$ cat src/swbd_pkg.sv
package swbd_pkg;
  // Bit timing in debug-clock cycles after the perceived bit start
  localparam int unsigned BIT_CYCLES = 16;
  localparam logic [9:0] TIMEOUT_CYCLES = 10'h200;
  localparam logic [4:0] HOST_SAMPLE_AT = 5'h0A;
  localparam logic [4:0] SPEEDUP_AT = 5'h07;
  localparam logic [4:0] ZERO_LOW_END = 5'h0D;
  localparam logic [4:0] SPEEDUP_LEN = 5'h01;
  localparam logic [4:0] BIT_END = 5'h10;
  // Sync: host low at least this many cycles in idle, after the bit window its fall opens, asks for a timed pulse
  localparam logic [9:0] SYNC_MIN_LOW = 10'h080;
  localparam logic [9:0] SYNC_WAIT = 10'h010;
  localparam logic [9:0] SYNC_PULSE = 10'h080;
  localparam logic [9:0] DELAY_CYCLES = 10'h010;
  // Command codes
  localparam logic [7:0] CMD_BACKGROUND = 8'h90;
  localparam logic [7:0] CMD_READ_STATUS = 8'hE4;
  localparam logic [7:0] CMD_WRITE_CONTROL = 8'hC4;
  localparam logic [7:0] CMD_GO = 8'h08;
  localparam logic [7:0] CMD_STEP = 8'h10;
  localparam logic [7:0] CMD_TAGGO = 8'h18;
  // Status/control field positions
  localparam int unsigned SC_ENABLE = 7;
  localparam int unsigned SC_ACTIVE = 6;
  localparam int unsigned SC_CLKSRC = 2;
  localparam logic [7:0] SC_RESET = 8'h00;
  localparam logic [7:0] SC_WRITE_MASK = 8'h84;
  localparam logic [15:0] BKPT_RESET = 16'h0000;
endpackage

$ cat src/swbd_target.sv
// How it works
// RULE1 - Pod starts every bit with a falling edge and controls all traffic.
// RULE2 - Bits move MSB first, sixteen debug-clock cycles per bit.
// RULE3 - 512 cycles with no host fall aborts the command without side effects.
// RULE4 - Clock-source bit in status/control picks bus or alternate clock.
// RULE5 - Host fall perceived within one cycle; level sampled ten cycles later.
// RULE6 - Target never drives the pin during host-to-target bits.
// RULE7 - Pod should drive high actively while sending.
// RULE8 - Pod holds pin low at least two cycles when receiving.
// RULE9 - Pod releases low drive before the speedup pulse at seven cycles.
// RULE10 - Sending one: brief high speedup pulse seven cycles after bit start.
// RULE11 - Pod samples about ten cycles after its falling edge.
// RULE12 - Sending zero: hold low thirteen cycles then briefly drive high.
// RULE13 - Pin level during reset picks background mode or application run.
// RULE14 - Pin held high by pullup means normal operation after reset.
// RULE15 - Speed probe answered with a timed response pulse.
// RULE16 - Register, step and resume commands only while halted.
// RULE17 - Non-intrusive commands accepted any time.
// RULE18 - Communication accepted without a prior reset.
// RULE19 - Background command wakes the processor from stop and wait.
// RULE20 - Oscillator kept running in stop while debug is enabled.
// RULE21 - Watchdog held off while in background mode.
// RULE22 - Exactly one hardware address breakpoint.
// RULE23 - Commands open with an eight-bit code, MSB first.
// RULE24 - Host waits sixteen cycles at a delay step.
// RULE25 - Background command ignored when debug enable is zero.
// RULE26 - Pod derives bit timing from measured speed-probe pulse; the pod model here uses fixed-length bits and measures nothing.
module swbd_target
  import swbd_pkg::*;
(
  input wire logic clock,
  input wire logic rst,
  input wire logic pinIn,
  output logic pinOut,
  output logic pinOe,
  input wire logic cpuAddrValid,
  input wire logic [15:0] cpuAddr,
  input wire logic cpuLowPower,
  output logic haltReq,
  output logic runReq,
  output logic stepReq,
  output logic wakeReq,
  output logic inBackground,
  output logic oscKeepOn,
  output logic watchdogHold,
  output logic clockSourceSelect,
  output logic breakHit,
  output logic cmdAbort,
  output logic cmdValid,
  output logic [7:0] cmdCode
);
  typedef enum logic [5:0] {
    S_IDLE = 6'b000001,
    S_RXBIT = 6'b000010,
    S_TXBIT = 6'b000100,
    S_DELAY = 6'b001000,
    S_SYNCW = 6'b010000,
    S_SYNCP = 6'b100000
  } swbd_state_t;

  swbd_state_t state_q;
  logic pinLevel;
  logic fall;
  logic [4:0] bitCnt_q;
  logic [2:0] bitIdx_q;
  logic [9:0] idleCnt_q;
  logic [9:0] lowCnt_q;
  logic [9:0] tmr_q;
  logic txPhase_q;
  logic [7:0] status_q;
  logic [15:0] bkpt_q;
  logic bkptEn_q;
  logic load;
  logic shiftEn;
  logic [7:0] shVal;
  logic shMsb;
  logic txBit_q;
  logic [7:0] cmdByte;
  logic pinOut_q;
  logic pinOe_q;
  logic strapDone_q;
  logic timeoutHit;

  // Edge detect on the shared pin
  swbd_edge u_edge (
    .clock(clock),
    .rst(rst),
    .pinIn(pinIn),
    .pinLevel(pinLevel),
    .fall(fall)
  );

  // Shift register for command bytes; status replies are sent from status_q, not from here
  swbd_shift u_shift (
    .clock(clock),
    .rst(rst),
    .load(load),
    .loadValue(status_q),
    .shiftIn(pinLevel),
    .shiftEn(shiftEn),
    .value(shVal),
    .msb(shMsb)
  );

  // Receive sample point
  assign shiftEn = (state_q == S_RXBIT) && (bitCnt_q == HOST_SAMPLE_AT); // RULE5
  assign cmdByte = {shVal[6:0], pinLevel};

  // Commands of the halted group
  function automatic logic is_active_cmd(input logic [7:0] c);
    is_active_cmd = (c == CMD_GO) || (c == CMD_STEP) || (c == CMD_TAGGO);
  endfunction

  // Load the status byte once the read-status code is complete
  assign load = shiftEn && (bitIdx_q == 3'h7) && !txPhase_q && (cmdByte == CMD_READ_STATUS);

  // Stall inside a command, including the gaps between its bits
  assign timeoutHit = idleCnt_q == TIMEOUT_CYCLES - 10'h001 && !fall
                      && (state_q != S_IDLE || bitIdx_q != 3'h0 || txPhase_q); // RULE3

  // Bit-level sequencer
  always_ff @(posedge clock)
  begin
    if (rst)
    begin
      state_q <= S_IDLE;
      bitCnt_q <= 5'h00;
      bitIdx_q <= 3'h0;
      txPhase_q <= 1'b0;
      tmr_q <= 10'h000;
    end
    else if (timeoutHit)
    begin
      state_q <= S_IDLE; // RULE3
      bitIdx_q <= 3'h0;
      txPhase_q <= 1'b0;
    end
    else
    begin
      unique case (state_q)
        S_IDLE:
        begin
          // Long low on the pin asks for the speed probe
          if (pinLevel && lowCnt_q >= SYNC_MIN_LOW)
          begin
            state_q <= S_SYNCW; // RULE15
            tmr_q <= 10'h000;
            bitIdx_q <= 3'h0;
            txPhase_q <= 1'b0;
          end
          else if (fall)
          begin
            state_q <= txPhase_q ? S_TXBIT : S_RXBIT; // RULE1 RULE18
            bitCnt_q <= 5'h01;
          end
        end
        S_RXBIT, S_TXBIT:
        begin
          if (bitCnt_q == BIT_END - 5'h01)
          begin
            bitCnt_q <= 5'h00;
            bitIdx_q <= bitIdx_q + 3'h1;
            state_q <= S_IDLE;
            if (bitIdx_q == 3'h7)
            begin
              if (state_q == S_TXBIT)
                txPhase_q <= 1'b0;
              else if (txPhase_q == 1'b0 && cmdCode == CMD_READ_STATUS)
                txPhase_q <= 1'b1;
              else if (cmdCode != CMD_WRITE_CONTROL)
              begin
                state_q <= S_DELAY; // RULE24
                tmr_q <= 10'h000;
              end
            end
          end
          else
            bitCnt_q <= bitCnt_q + 5'h01;
        end
        S_DELAY:
        begin
          tmr_q <= tmr_q + 10'h001;
          if (tmr_q == DELAY_CYCLES - 10'h001)
            state_q <= S_IDLE;
        end
        S_SYNCW:
        begin
          tmr_q <= tmr_q + 10'h001;
          if (tmr_q == SYNC_WAIT - 10'h001)
          begin
            state_q <= S_SYNCP;
            tmr_q <= 10'h000;
          end
        end
        S_SYNCP:
        begin
          tmr_q <= tmr_q + 10'h001;
          if (tmr_q == SYNC_PULSE)
            state_q <= S_IDLE;
        end
      endcase
    end
  end

  // Transmit bit captured at bit start, selected from status_q by bit index
  always_ff @(posedge clock)
  begin
    if (rst)
      txBit_q <= 1'b0;
    else if (state_q == S_IDLE && fall && txPhase_q)
      txBit_q <= status_q[3'h7 - bitIdx_q]; // RULE2
  end

  // Timeout counter between host falling edges
  always_ff @(posedge clock)
  begin
    if (rst || fall || state_q == S_IDLE && !txPhase_q && bitIdx_q == 3'h0)
      idleCnt_q <= 10'h000;
    else if (idleCnt_q != TIMEOUT_CYCLES)
      idleCnt_q <= idleCnt_q + 10'h001; // RULE3
  end

  // Low-time counter for the speed probe
  always_ff @(posedge clock)
  begin
    if (rst || pinLevel)
      lowCnt_q <= pinLevel ? lowCnt_q : 10'h000;
    else if (lowCnt_q != 10'h3FF)
      lowCnt_q <= lowCnt_q + 10'h001;
    if (rst)
      lowCnt_q <= 10'h000;
    else if (state_q != S_IDLE)
      lowCnt_q <= 10'h000;
  end

  // Pin drive: only in target-to-host bits and the probe pulse
  always_ff @(posedge clock)
  begin
    if (rst)
    begin
      pinOut_q <= 1'b1;
      pinOe_q <= 1'b0;
    end
    else if (state_q == S_TXBIT && !txBit_q && bitCnt_q < ZERO_LOW_END)
    begin
      pinOut_q <= 1'b0; // RULE12
      pinOe_q <= 1'b1;
    end
    else if (state_q == S_TXBIT && !txBit_q && bitCnt_q < ZERO_LOW_END + SPEEDUP_LEN)
    begin
      pinOut_q <= 1'b1; // RULE12
      pinOe_q <= 1'b1;
    end
    else if (state_q == S_TXBIT && txBit_q && bitCnt_q >= SPEEDUP_AT
             && bitCnt_q < SPEEDUP_AT + SPEEDUP_LEN)
    begin
      pinOut_q <= 1'b1; // RULE10
      pinOe_q <= 1'b1;
    end
    else if (state_q == S_SYNCP)
    begin
      pinOut_q <= tmr_q == SYNC_PULSE; // RULE15
      pinOe_q <= 1'b1;
    end
    else
    begin
      pinOut_q <= 1'b1; // RULE6
      pinOe_q <= 1'b0;
    end
  end
  assign pinOut = pinOut_q;
  assign pinOe = pinOe_q;

  // Status/control register and mode strap
  always_ff @(posedge clock)
  begin
    if (rst)
    begin
      status_q <= SC_RESET;
      strapDone_q <= 1'b0;
    end
    else
    begin
      if (!strapDone_q)
      begin
        strapDone_q <= 1'b1;
        status_q[SC_ACTIVE] <= ~pinLevel; // RULE13 RULE14
        status_q[SC_ENABLE] <= ~pinLevel;
      end
      if (shiftEn && bitIdx_q == 3'h7 && !txPhase_q && state_q == S_RXBIT)
      begin
        if (cmdByte == CMD_BACKGROUND && status_q[SC_ENABLE])
          status_q[SC_ACTIVE] <= 1'b1; // RULE25 RULE19
        else if (is_active_cmd(cmdByte) && status_q[SC_ACTIVE])
          status_q[SC_ACTIVE] <= 1'b0; // RULE16
      end
      if (strapDone_q && breakHit)
        status_q[SC_ACTIVE] <= 1'b1;
    end
  end

  // Single hardware breakpoint comparator
  always_ff @(posedge clock)
  begin
    if (rst)
    begin
      bkpt_q <= BKPT_RESET;
      bkptEn_q <= 1'b0;
      breakHit <= 1'b0;
    end
    else
    begin
      breakHit <= bkptEn_q && cpuAddrValid && cpuAddr == bkpt_q && !status_q[SC_ACTIVE]; // RULE22
    end
  end

  // Command strobes and system-control outputs
  always_ff @(posedge clock)
  begin
    if (rst)
    begin
      cmdValid <= 1'b0;
      cmdCode <= 8'h00;
      haltReq <= 1'b0;
      runReq <= 1'b0;
      stepReq <= 1'b0;
      wakeReq <= 1'b0;
      cmdAbort <= 1'b0;
      inBackground <= 1'b0;
      oscKeepOn <= 1'b0;
      watchdogHold <= 1'b0;
      clockSourceSelect <= 1'b0;
    end
    else
    begin
      cmdValid <= shiftEn && bitIdx_q == 3'h7 && !txPhase_q && state_q == S_RXBIT
                  && (!is_active_cmd(cmdByte) || status_q[SC_ACTIVE]); // RULE16 RULE17 RULE23
      // Code held from the eighth sample, since the shifter moves on afterwards
      if (shiftEn && bitIdx_q == 3'h7 && !txPhase_q && state_q == S_RXBIT)
        cmdCode <= cmdByte; // RULE23
      haltReq <= shiftEn && bitIdx_q == 3'h7 && cmdByte == CMD_BACKGROUND && status_q[SC_ENABLE]; // RULE25
      wakeReq <= shiftEn && bitIdx_q == 3'h7 && cmdByte == CMD_BACKGROUND && status_q[SC_ENABLE]
                 && cpuLowPower; // RULE19
      runReq <= shiftEn && bitIdx_q == 3'h7 && status_q[SC_ACTIVE]
                && (cmdByte == CMD_GO || cmdByte == CMD_TAGGO); // RULE16
      stepReq <= shiftEn && bitIdx_q == 3'h7 && status_q[SC_ACTIVE] && cmdByte == CMD_STEP; // RULE16
      cmdAbort <= timeoutHit; // RULE3
      inBackground <= status_q[SC_ACTIVE];
      oscKeepOn <= status_q[SC_ENABLE]; // RULE20
      watchdogHold <= status_q[SC_ACTIVE]; // RULE21
      clockSourceSelect <= status_q[SC_CLKSRC]; // RULE4
    end
  end

  // Pin driver never on during host bits
  property p_no_drive_rx;
    @(posedge clock) disable iff (rst) (state_q == S_RXBIT) |=> !pinOe_q || state_q != S_RXBIT;
  endproperty
  a_no_drive_rx: assert property (p_no_drive_rx) else $error("pin driven in host bit"); // RULE6

  property p_zero_low;
    @(posedge clock) disable iff (rst)
      (state_q == S_TXBIT && !txBit_q && bitCnt_q == 5'h03) |=> (pinOe_q && !pinOut_q);
  endproperty
  a_zero_low: assert property (p_zero_low) else $error("zero bit not held low"); // RULE12

  property p_one_pulse;
    @(posedge clock) disable iff (rst)
      (state_q == S_TXBIT && txBit_q && bitCnt_q == SPEEDUP_AT) |=> (pinOe_q && pinOut_q);
  endproperty
  a_one_pulse: assert property (p_one_pulse) else $error("missing speedup pulse"); // RULE10

  property p_bg_ignored;
    @(posedge clock) disable iff (rst) haltReq |-> $past(status_q[SC_ENABLE]);
  endproperty
  a_bg_ignored: assert property (p_bg_ignored) else $error("halt while disabled"); // RULE25

  property p_wdog;
    @(posedge clock) disable iff (rst) status_q[SC_ACTIVE] |=> watchdogHold;
  endproperty
  a_wdog: assert property (p_wdog) else $error("watchdog not held"); // RULE21

  property p_go_gate;
    @(posedge clock) disable iff (rst) (runReq || stepReq) |-> $past(status_q[SC_ACTIVE]);
  endproperty
  a_go_gate: assert property (p_go_gate) else $error("resume while running"); // RULE16

  property p_timeout;
    @(posedge clock) disable iff (rst) cmdAbort |-> state_q == S_IDLE;
  endproperty
  a_timeout: assert property (p_timeout) else $error("timeout did not abort"); // RULE3

  property p_osc;
    @(posedge clock) disable iff (rst) status_q[SC_ENABLE] |=> oscKeepOn;
  endproperty
  a_osc: assert property (p_osc) else $error("oscillator not held"); // RULE20
endmodule

$ cat src/swbd_edge.sv
// Falling-edge detector on the debug pin after a register stage
module swbd_edge
  import swbd_pkg::*;
(
  input wire logic clock,
  input wire logic rst,
  input wire logic pinIn,
  output logic pinLevel,
  output logic fall
);
  logic pinQ1_q;
  logic pinQ2_q;
  // Registered pin sample and previous value
  always_ff @(posedge clock)
  begin
    if (rst)
    begin
      // Follow the pin while in reset so a strapped-low pin gives no false fall after release
      pinQ1_q <= pinIn;
      pinQ2_q <= pinIn;
    end
    else
    begin
      pinQ1_q <= pinIn;
      pinQ2_q <= pinQ1_q;
    end
  end
  // Delay of 0 to 1 cycle from pin fall to perceived bit start
  assign pinLevel = pinQ1_q; // RULE5
  assign fall = pinQ2_q & ~pinQ1_q; // RULE5
endmodule

$ cat src/swbd_shift.sv
// Eight-bit shift register, MSB first both ways
module swbd_shift
  import swbd_pkg::*;
(
  input wire logic clock,
  input wire logic rst,
  input wire logic load,
  input wire logic [7:0] loadValue,
  input wire logic shiftIn,
  input wire logic shiftEn,
  output logic [7:0] value,
  output logic msb
);
  logic [7:0] data_q;
  // Load for transmit or shift in a received bit
  always_ff @(posedge clock)
  begin
    if (rst)
      data_q <= 8'h00;
    else if (load)
      data_q <= loadValue;
    else if (shiftEn)
      data_q <= {data_q[6:0], shiftIn}; // RULE2
  end
  assign value = data_q;
  assign msb = data_q[7]; // RULE2
endmodule

$ cat config.mk
export PLATFORM = sky130hd
export DESIGN_NAME = swbd_target
export DESIGN_NICKNAME = d
export VERILOG_FILES = /design/src/swbd_pkg.sv /design/src/swbd_target.sv /design/src/swbd_edge.sv /design/src/swbd_shift.sv
export SDC_FILE = /design/constraint.sdc
export NUM_CORES = 1
export LEC_CHECK = 0
export ABC_AREA = 0
export BUFFER_PORTS_ARGS = -buffer_cell sky130_fd_sc_hd__buf_2
export CORE_AREA = 2 2 111 92
export CTS_CLUSTER_SIZE = 20
export DETAILED_ROUTE_END_ITERATION = 10
export DIE_AREA = 0 0 113 94
export GPL_ROUTABILITY_DRIVEN = 0
export HOLD_SLACK_MARGIN = 0.12
export PLACE_DENSITY = 0.68
export SLEW_MARGIN = 20
export SYNTH_ARGS = -nofsm -noshare
export SYNTH_HDL_FRONTEND = slang
export SYNTH_SLANG_ARGS = --single-unit
export TNS_END_PERCENT = 30
$ cat constraint.sdc
create_clock -name clock -period 2.2 [get_ports clock]
set_input_delay 0.22 -clock clock [delete_from_list [all_inputs] [get_ports clock]]
set_output_delay 0.22 -clock clock [all_outputs]
set_load 0.02 [all_outputs]
# Yosys cells after proc, flatten, opt, wreduce, memory -nomap -nowiden
# Cells that the tools add are included.
[totals]
regBits = 76
inputBits = 21
output_inout_bits = 21
wordCells = 187
[classes]
addsub = 6
magnitude_cmp = 6
n_eq_ne = 36
mux = 54
bitwise = 4
n_reduce_logical = 56
[op_table]
columns = ["cell", "count"]
rows = [
  ["10-bit 2-to-1 mux", 10],
  ["10-bit case mux with 4 select lines", 1],
  ["6-bit 2-to-1 mux", 6],
  ["10-bit by 1-bit adder with 10-bit output (second input constant)", 3],
  ["6-bit case mux with 5 select lines", 1],
  ["1-bit logical AND", 28],
  ["8-bit equality test (second input constant)", 3],
  ["2-bit inequality test (second input constant)", 11],
  ["1-bit 2-to-1 mux", 20],
  ["10-bit inequality test (second input constant)", 2],
  ["8-bit by 5-bit equality test with 1-bit output (second input constant)", 2],
  ["4-bit 2-to-1 mux", 4],
  ["5-bit by 4-bit < comparator with 1-bit output (second input constant)", 3],
  ["5-bit 2-to-1 mux", 3],
  ["7-bit 2-to-1 mux", 2],
  ["10-bit by 4-bit equality test with 1-bit output (second input constant)", 1],
  ["10-bit by 8-bit equality test with 1-bit output (second input constant)", 1],
  ["10-bit by 9-bit equality test with 1-bit output (second input constant)", 1],
  ["5-bit by 4-bit equality test with 1-bit output (second input constant)", 2],
  ["10-bit by 8-bit >= comparator with 1-bit output (second input constant)", 1],
  ["5-bit case mux with 2 select lines", 1],
  ["5-bit AND reduction", 2],
  ["1-bit logical OR", 9],
  ["3-bit 2-to-1 mux", 3],
  ["other kinds (31)", 42],
]

# Depth between registers and ports, before layout
# Gate-level depths: netlist of the first run.
[logic_depth]
depth_word = 7
ltp_mapped = 9
ltp_nobuf = 8

# Modules after synthesis
# From an unflattened synthesis of the first run, not the netlist that was laid out.
[hier_totals]
hier_cells = 462
hier_area_um2 = 3920.0
[by_module_without_submodules]
columns = ["module", "instances", "cells_per_inst", "area_per_inst_um2", "seq_area_each_um2"]
rows = [
  ["swbd_target", 1, 422, 3482.1, 1341.3],
  ["swbd_shift", 1, 36, 376.6, 160.2],
  ["swbd_edge", 1, 4, 61.3, 40.0],
]

# Worst setup path after synthesis of the first run
# OpenSTA, ideal clock, no wires.
[synth_path]
path_type = "register to register"
start = "register bitCnt_q[1]"
end = "register u_shift.data_q[6] (netlist: u_shift.value[6])"
setup_ns = 0.132
t_arrival_ns = 2.103
required_ns = 2.068
slack_ns = -0.035
stages_incl_launch_ff = 8
n_path_buf = 0
synth_period_minus_slack_ns = 2.235
path_cell_list = "dfxtp_1 > ha_1 > or4bb_1 > nor3_4 > nand3_1 > or3_1 > o211ai_1 > a21oi_1"
[synth_between]
elab_chain_len = 6
[synth_rtl]
columns = ["element", "line_no", "text"]
rows = [
  ["start: declaration", "swbd_target.sv:64", "logic [4:0] bitCnt_q;"],
  ["start signal: assignment", "swbd_target.sv:178", "bitCnt_q <= bitCnt_q + 5'h01;"],
  ["5-bit by 4-bit equality test with 1-bit output *", "swbd_target.sv:106", "assign shiftEn = (state_q == S_RXBIT) && (bitCnt_q == HOST_SAMPLE_AT);"],
  ["1-bit logical AND *", "swbd_target.sv:106", ""],
  ["1-bit logical AND (3 in series)", "swbd_target.sv:115", "assign load = shiftEn && (bitIdx_q == 3'h7) && !txPhase_q && (cmdByte == CMD_READ_STATUS);"],
  ["7-bit 2-to-1 mux / 2-bit nonzero test (equally long branches)", "--", ""],
  ["end signal: assignment", "swbd_shift.sv:21", "data_q <= loadValue;"],
  ["end signal: assignment", "swbd_shift.sv:23", "data_q <= {data_q[6:0], shiftIn};"],
  ["end: declaration", "swbd_shift.sv:14", "logic [7:0] data_q;"],
]
# Mark *: on every way between the ends. The rest lies on a longest branch, timed or not.
# A chain may end at the register's enable or synchronous reset.

# Final worst setup path of the first run
[layout_path]
start = "register state_q[4]"
end = "register tmr_q[7]"
[layout_between]
elab_chain_len = 6
[layout_rtl]
columns = ["element", "line_no", "text"]
rows = [
  ["start: declaration", "swbd_target.sv:61", "swbd_state_t state_q;"],
  ["start signal: assignment", "swbd_target.sv:153", "state_q <= txPhase_q ? S_TXBIT : S_RXBIT;"],
  ["branches (longest 6 deep; another with 7-bit AND reduction)", "--", ""],
  ["end signal: assignment", "swbd_target.sv:182", "tmr_q <= tmr_q + 10'h001;"],
  ["end signal: assignment", "swbd_target.sv:188", "tmr_q <= tmr_q + 10'h001;"],
  ["end signal: assignment", "swbd_target.sv:197", "tmr_q <= tmr_q + 10'h001;"],
  ["end: declaration", "swbd_target.sv:68", "logic [9:0] tmr_q;"],
]
# Several ways; the timed one is not identified.

==> results of run 1 <==
-- per-stage QoR --
stage / setup slack (ns) / instances / utilization, % / total power, uW / setup TNS, ns
after floorplan: 0.0387 / 427 / - / 1760 / 0
after global placement: -0.00151 / 593 / 44.6 / 1890 / -0.00185
after detailed placement: -0.0128 / 593 / 44.6 / 1900 / -0.0211
after CTS: 0.00324 / 611 / 48.1 / 3440 / 0
after global routing: -0.0509 / 612 / 48.8 / 3560 / -0.0731
final: 0.0477 / 612 / 48.8 / 3430 / 0
-- worst register-to-register path: stages, from the launching register on --
cell and delay, ns:
dfxtp_1 0.33, buf_4 0.17, nor4b_4 0.30, nand4_1 0.18, and3_4 0.22, or3_1 0.43, or3_1 0.33, a21oi_1 0.14
-- worst min-delay path by stage --
stage | slack [ns] | cells after the start | from | endpoint
final | 0.24 | 2 | rst | txBit_q$_SDFFE_PP0P_
after detailed placement | 0.37 | 1 | pinIn | u_edge.pinLevel$_DFF_P_
after global placement | 0.36 | 1 | pinIn | u_edge.pinLevel$_DFF_P_
after CTS | 0.22 | 2 | rst | txBit_q$_SDFFE_PP0P_
after global routing | 0.24 | 2 | rst | txBit_q$_SDFFE_PP0P_
after floorplan | 0.25 | 0 | pinIn | u_edge.pinLevel$_DFF_P_
-- final cells by class --
class	instances	share of cell area (%)
Clock buffer	9	4.89
Timing Repair Buffer	68	9.99
Clock inverter	7	1.79
Inverter	18	1.47
Multi-Input combinational cell	315	45.6
Tap cell	119	3.23
Sequential cell	76	33.1
-- registers in the layout, summed over array words and instances (netlist names), 2 cells and up --
| register | count |
|---|---|
| bitCnt_q | 5 |
| bitIdx_q | 3 |
| cmdCode | 8 |
| idleCnt_q | 10 |
| lowCnt_q | 10 |
| state_q | 6 |
| status_q | 2 |
| tmr_q | 10 |
| u_shift.value | 7 |
-- per-layer routing --
layer	global-route usage, %	wire [um]
met4	6.10	74
met1	22.2	3980
met2	26.4	3940
met5	0	0
met3	4.84	444
-- where the power goes --
part           total, uW  internal (uW)  switching [uW]
Clock               1530            898             631
Combinational        457            206             252
Sequential          1440           1410            32.5
-- synth_stat cells, drive strengths merged (2+ instances only) --
master / n
a211oi: 3
a21o: 3
a21oi: 22
a22oi: 2
a41oi: 2
and2: 3
and3: 5
and4: 3
buf: 8
clkbuf: 10
dfxtp: 76
ha: 11
inv: 17
mux2: 2
mux2i: 15
nand2: 30
nand3: 23
nand3b: 3
nand4: 7
nor2: 74
nor2b: 4
nor3: 16
nor3b: 2
nor4: 10
nor4b: 4
o211ai: 3
o21ai: 5
o22ai: 2
or2: 2
or3: 10
or4: 2
or4bb: 3
xnor2: 13
xor2: 12
-- kinds of logic after synthesis --
| kind of cell | after synthesis | share of synthesized area (%) |
|---|---|---|
| compound gates | 56 | 11.1 |
| other cells | 1 | 0.101 |
| fa+ha+maj | 11 | 3.71 |
| mux | 17 | 4.65 |
| simple gates | 204 | 29.0 |
| buf+inv | 36 | 4.58 |
| xor+xnor | 25 | 5.90 |
| flops | 76 | 41.0 |
-- timing repair --
item | 4_1_cts | 5_1_grt
pin swaps | 1 | 5
gates resized for setup | 1 | 13
endpoints found under the setup margin | 5 | 18
hold endpoints to repair | 2 | 0
hold buffers | 2 | 0
setup buffers | 0 | 1
==> results by group, run 1 <==
Worst setup path
  – Slowest CP cell: or3_1
  – Reg-to-reg startpoint: state_q[4]$_SDFFE_PP0P_
  – Worst EP required: 2.47 ns
  – Slowest stage delay, CP: 0.43 ns
  – R2r worst-path depth: 7
  – Worst reg2reg path endpoint: tmr_q[7]$_SDFFE_PP0P_
  – Critical path buffer and inverter count: 1
  – Worst path depth: 7
  – Worst reg-to-reg setup slack: 0.05 ns
  – Crit path max fanout: 6
  – Crit path from: state_q[4]$_SDFFE_PP0P_
  – CP dominant cell by count: or3_1
  – Crit Path Class: reg -> reg
  – Worst path arrival time: 2.42 ns
  – Worst setup endpoint: tmr_q[7]$_SDFFE_PP0P_
  – CP startpoint kind: flop
  – Critical-path cell list: buf_4 -> nor4b_4 -> nand4_1 -> and3_4 -> or3_1 -> or3_1 -> a21oi_1
  – Top delay family on crit path: simple AND/OR/NAND/NOR gates
  – CP Capture Type: flop

Floorplan
  – I/O pin cnt: 42
  – Initial Utilization: 39.3%
  – Die Area: 10600 sq um
  – Die height: 94 um
  – Core Box Area: 9450 sq um
  – Row count: 32
  – Die width: 113 um

Timing
  – Fmax: 465 MHz
  – Worst rel slew slack: 62.2%
  – Least-Margin Pin Slew: 0.563 ns
  – Max-slew violation count: 0
  – Hold Vio Cnt, Final: 0
  – Final critical-path share of the clock period: 97.8%
  – RSZ-0062 raised after global routing: true
  – Final setup skew: 0.00852 ns
  – Finish-stage setup viols: 0
  – Hold Slack: 0.237 ns
  – Tmin final: 2.15 ns

Power
  – Pwr dens: 743 nW/um^2
  – Leakage power: 0.00184 uW
  – Worst vdd ir: 364 uV

Logic synthesis
  – Synth async-reset ratio: 0%
  – YS warnings: 0
  – Synth area leader: dfxtp_1
  – Post-synth top area share: 41.0%
  – Netlist cell types: 64
  – Cells after synthesis: 426
  – Leading register cell type out of synthesis: dfxtp_1
  – Yosys reg bits: 76
  – Synth area leaders: dfxtp_1 (41%), nor2_1 (7.5%), mux2i_1 (4.0%)
  – Mapped cell area: 3710 sq um
  – Number of synthesized flops with an enable pin: 0
  – Register area share after synthesis: 41.0%
  – Syn Area/Cell: 8.71 sq um

Clock network
  – Inserted Clock Buffers: 9
  – Worst-path clk slew: 0.07 ns
  – Htree depth: 3
  – CTS Root Cell: clkbuf_16
  – CTS tree: yes
  – Clock Path Buffers: 2
  – CTS Sinks: 76
  – Clk Latency, worst-skew pair: 0.34 ns

Drt
  – Avg WL per Cell: 13.8 um
  – Drt total wl: 8440 um
  – Starting DRT DRC Count: 189
  – Via count: 3233
  – Vias per cell: 5.28
  – Remaining DRCs: 3
  – Pre-antenna DRT Iters: 7
  – Final ANT Viol Nets: 0

GRT
  – Initial antenna violation count: 0
  – First-pass GRT wire length: 14400 um
  – Vias in the first global route: 3146
  – GRT Residual Overflow: 0
  – Largest net degree at the start of global routing: 19
  – GRT Total Usage: 16.9%

Flow run
  – Max Cap Viol: 0

Layout
  – Area Growth Syn to Fin: 24.2%
  – Most common cell after layout, fill and taps aside: dfxtp_1
  – Antenna diode count: 0
  – Fillers: 864
  – Design Area, Final: 4610 sq um
  – Most frequent cells in the layout: dfxtp_1 (74), nor2_1 (72), buf_4 (44)
  – Reg area: 1520 sq um
  – Area of the multi-input gates: 2100 sq um
  – # nets final: 520
  – Layout cell share with drive strength beyond 1: 22.7%

Place
  – DP HPWL: 5990 um
  – DP Area: 4210 sq um
  – PortBufs: 22

Min path
  – Worst min path class: in -> reg

Outcome
  – Outcome: complete, but fails checks
  – Failing checks: DRC
(Power assumes the default switching activity.)
==> run 2: changes to the inputs <==
--- a/config.mk
+++ b/config.mk
@@ -13,6 +13,7 @@
 export DIE_AREA = 0 0 113 94
 export GPL_ROUTABILITY_DRIVEN = 0
 export HOLD_SLACK_MARGIN = 0.12
+export MAX_ROUTING_LAYER = met4
 export PLACE_DENSITY = 0.68
 export SLEW_MARGIN = 20
 export SYNTH_ARGS = -nofsm -noshare
==> constraint.sdc (replaced) <==
create_clock -name clock -period 2.2 [get_ports clock]
set_input_delay 0.33 -clock clock [delete_from_list [all_inputs] [get_ports clock]]
set_output_delay 0.33 -clock clock [all_outputs]
set_load 0.02 [all_outputs]
==> run 2 against run 1 <==
Against the previous run: the flow still finishes with violations (DRC); sequential power barely moved; flip-flop and latch count did not move; worst setup slack improved by 0.034 ns; hold slack worse by 0.11 ns; critical path depth unchanged; clock power grew 5%; largest power group unchanged; critical path type unchanged; register-to-register slack better by 0.03 ns; final cell count fell by 0.16%; die area did not move; via count fell by 1.7%.
==> results by group, run 2 (synthesis results as in run 1) <==
GRT
  – Vias in the first global route: 3009 (was 3146)
  – Largest net degree at the start of global routing: 19 (unchanged)
  – GRT Total Usage: 17.3% (was 16.9%)
  – GRT Residual Overflow: 0 (unchanged)
  – First-pass GRT wire length: 14300 um (was 14400 um)
  – Initial antenna violation count: 0 (unchanged)

Floorplan
  – Initial Utilization: 39.3% (unchanged)
  – Die Area: 10600 sq um (unchanged)
  – Core Box Area: 9450 sq um (unchanged)
  – Die height: 94 um (unchanged)
  – I/O pin cnt: 42 (unchanged)
  – Row count: 32 (unchanged)
  – Die width: 113 um (unchanged)

Layout
  – Area Growth Syn to Fin: 24.5% (was 24.2%)
  – Most common cell after layout, fill and taps aside: dfxtp_1 (unchanged)
  – Largest regs: idleCnt_q x10, lowCnt_q x10, tmr_q x10 (unchanged)
  – # nets final: 519 (was 520)
  – Fillers: 899 (was 864)
  – Layout cell share with drive strength beyond 1: 23.2% (was 22.7%)
  – Antenna diode count: 0 (unchanged)
  – Area of the multi-input gates: 2110 sq um (was 2100 sq um)
  – Reg area: 1520 sq um (unchanged)
  – Most frequent cells in the layout: dfxtp_1 (74), nor2_1 (71), buf_4 (45) (was dfxtp_1 (74), nor2_1 (72), buf_4 (44))

Power
  – Worst vdd ir: 360 uV (was 364 uV)
  – Tot Pwr: 3500 uW (was 3430 uW)
  – Pwr dens: 756 nW/um^2 (was 743 nW/um^2)
  – Leakage power: 0.00185 uW (was 0.00184 uW)

Timing
  – Final critical-path share of the clock period: 96.3% (was 97.8%)
  – Hold Vio Cnt, Final: 0 (unchanged)
  – Finish-stage setup viols: 0 (unchanged)
  – Tmin final: 2.12 ns (was 2.15 ns)
  – Aggregate negative setup slack: 0 ns (unchanged)
  – Final setup skew: 0.00717 ns (was 0.00852 ns)
  – Worst rel slew slack: 65.9% (was 62.2%)
  – Max-slew violation count: 0 (unchanged)
  – Least-Margin Pin Slew: 0.508 ns (was 0.563 ns)
  – Fmax: 472 MHz (was 465 MHz)
  – RSZ-0062 raised after global routing: false (was true)

Drt
  – Remaining DRCs: 3 (unchanged)
  – Avg WL per Cell: 13.8 um (about the same)
  – Pre-antenna DRT Iters: 8 (was 7)
  – Via count: 3177 (was 3233)
  – Drt total wl: 8430 um (was 8440 um)
  – Vias per cell: 5.20 (was 5.28)
  – Final ANT Viol Nets: 0 (unchanged)
  – Starting DRT DRC Count: 217 (was 189)

Min path
  – HP Start: pinIn (was rst)
  – Worst Hold Endpoint: u_edge.pinLevel$_DFF_P_ (was txBit_q$_SDFFE_PP0P_)
  – WHS Path Cells: 1 (was 2)
  – Worst min path class: in -> reg (unchanged)

Clock network
  – CTS Root Cell: clkbuf_16 (unchanged)
  – Htree depth: 3 (unchanged)
  – Worst-path clk slew: 0.06 ns (was 0.07 ns)
  – Clock Path Buffers: 2 (unchanged)
  – CTS tree: yes (unchanged)
  – Cts-stage hold buffer count: 0 (was 2)
  – CTS Sinks: 76 (unchanged)
  – Inserted Clock Buffers: 9 (unchanged)
  – Clk Latency, worst-skew pair: 0.34 ns (about the same)

Worst setup path
  – Worst reg-to-reg setup slack: 0.08 ns (was 0.05 ns)
  – CP Capture Type: flop (unchanged)
  – Crit path max fanout: 10 (was 6)
  – Worst reg2reg path endpoint: state_q[0]$_SDFFE_PP1P_ (was tmr_q[7]$_SDFFE_PP0P_)
  – Reg-to-reg startpoint: state_q[4]$_SDFFE_PP0P_ (unchanged)
  – CP startpoint kind: flop (unchanged)
  – Worst path arrival time: 2.34 ns (was 2.42 ns)
  – R2r worst-path depth: 7 (unchanged)
  – Crit Path Class: reg -> reg (unchanged)
  – Worst EP required: 2.42 ns (was 2.47 ns)

Outcome
  – Failing checks: DRC (unchanged)
  – Outcome: complete, but fails checks (unchanged)

Place
  – DP HPWL: 6090 um (was 5990 um)
  – PortBufs: 22 (unchanged)

Flow run
  – Max Cap Viol: 0 (unchanged)
## run 2: how the worst max path moves through the flow
stage,startpoint,endpoint,cells after the start
2_1_floorplan,state_q[3]$_SDFFE_PP0P_,txPhase_q$_SDFFE_PP0P_,7
3_3_place_gp,state_q[0]$_SDFFE_PP1P_,state_q[0]$_SDFFE_PP1P_,6
3_5_place_dp,tmr_q[5]$_SDFFE_PP0P_,state_q[2]$_SDFFE_PP0P_,6
4_1_cts,bitIdx_q[0]$_SDFFE_PP0P_,tmr_q[7]$_SDFFE_PP0P_,8
5_1_grt,state_q[4]$_SDFFE_PP0P_,state_q[0]$_SDFFE_PP1P_,7
6_report,state_q[4]$_SDFFE_PP0P_,state_q[0]$_SDFFE_PP1P_,7
## run 2: cell type report
type	count	area share (%)
clock buffers	10	4.95
clock inverters	6	2.11
inverters	18	1.46
multi-input cells	315	45.6
flip-flops and latches	76	33.0
well taps	119	3.22
repair buffers	67	9.69
## run 2: where the power goes
group / switching [uW] / internal (uW) / leakage [uW]
logic: 240 / 206 / 0.00107
registers: 35.9 / 1410 / 0.000616
clock network: 597 / 1010 / 0.000159
## run 2: stage by stage
stage	setup slack (ns)	hold slack, ns	util, %	area, sq um	instances
2_1_floorplan	0.0387	0.358	-	3730	427
3_3_place_gp	-0.0271	0.472	44.6	4210	593
3_5_place_dp	-0.0187	0.467	44.6	4210	593
4_1_cts	0.00796	0.125	48.1	4540	609
5_1_grt	0.00342	0.122	48.9	4620	611
6_report	0.0819	0.127	48.9	4620	611
## run 2: timing repair
action / CTS / global route
gates resized for setup: 1 / 15
setup buffers: 0 / 2
pin swaps: 1 / 4
endpoints found under the hold margin: 0 / 0
setup endpoints to repair: 5 / 20
## run 2: per-layer routing
layer  vias up  global-route usage [%]  share of wire (%)
met5         -                       -                  0
met3        13                    4.71                5.8
met2        63                    26.8                 45
met4         0                    4.17                1.2
met1      1491                    22.5                 47
li1       1610                       -                  -
## run 2: worst max-delay path, cell delays in order (launching register included)
cell     delay [ns]
dfxtp_1        0.31
buf_4          0.16
nor4b_4        0.32
nand4_1        0.18
and3_4         0.22
buf_4          0.17
or2_2          0.35
a211o_1        0.30
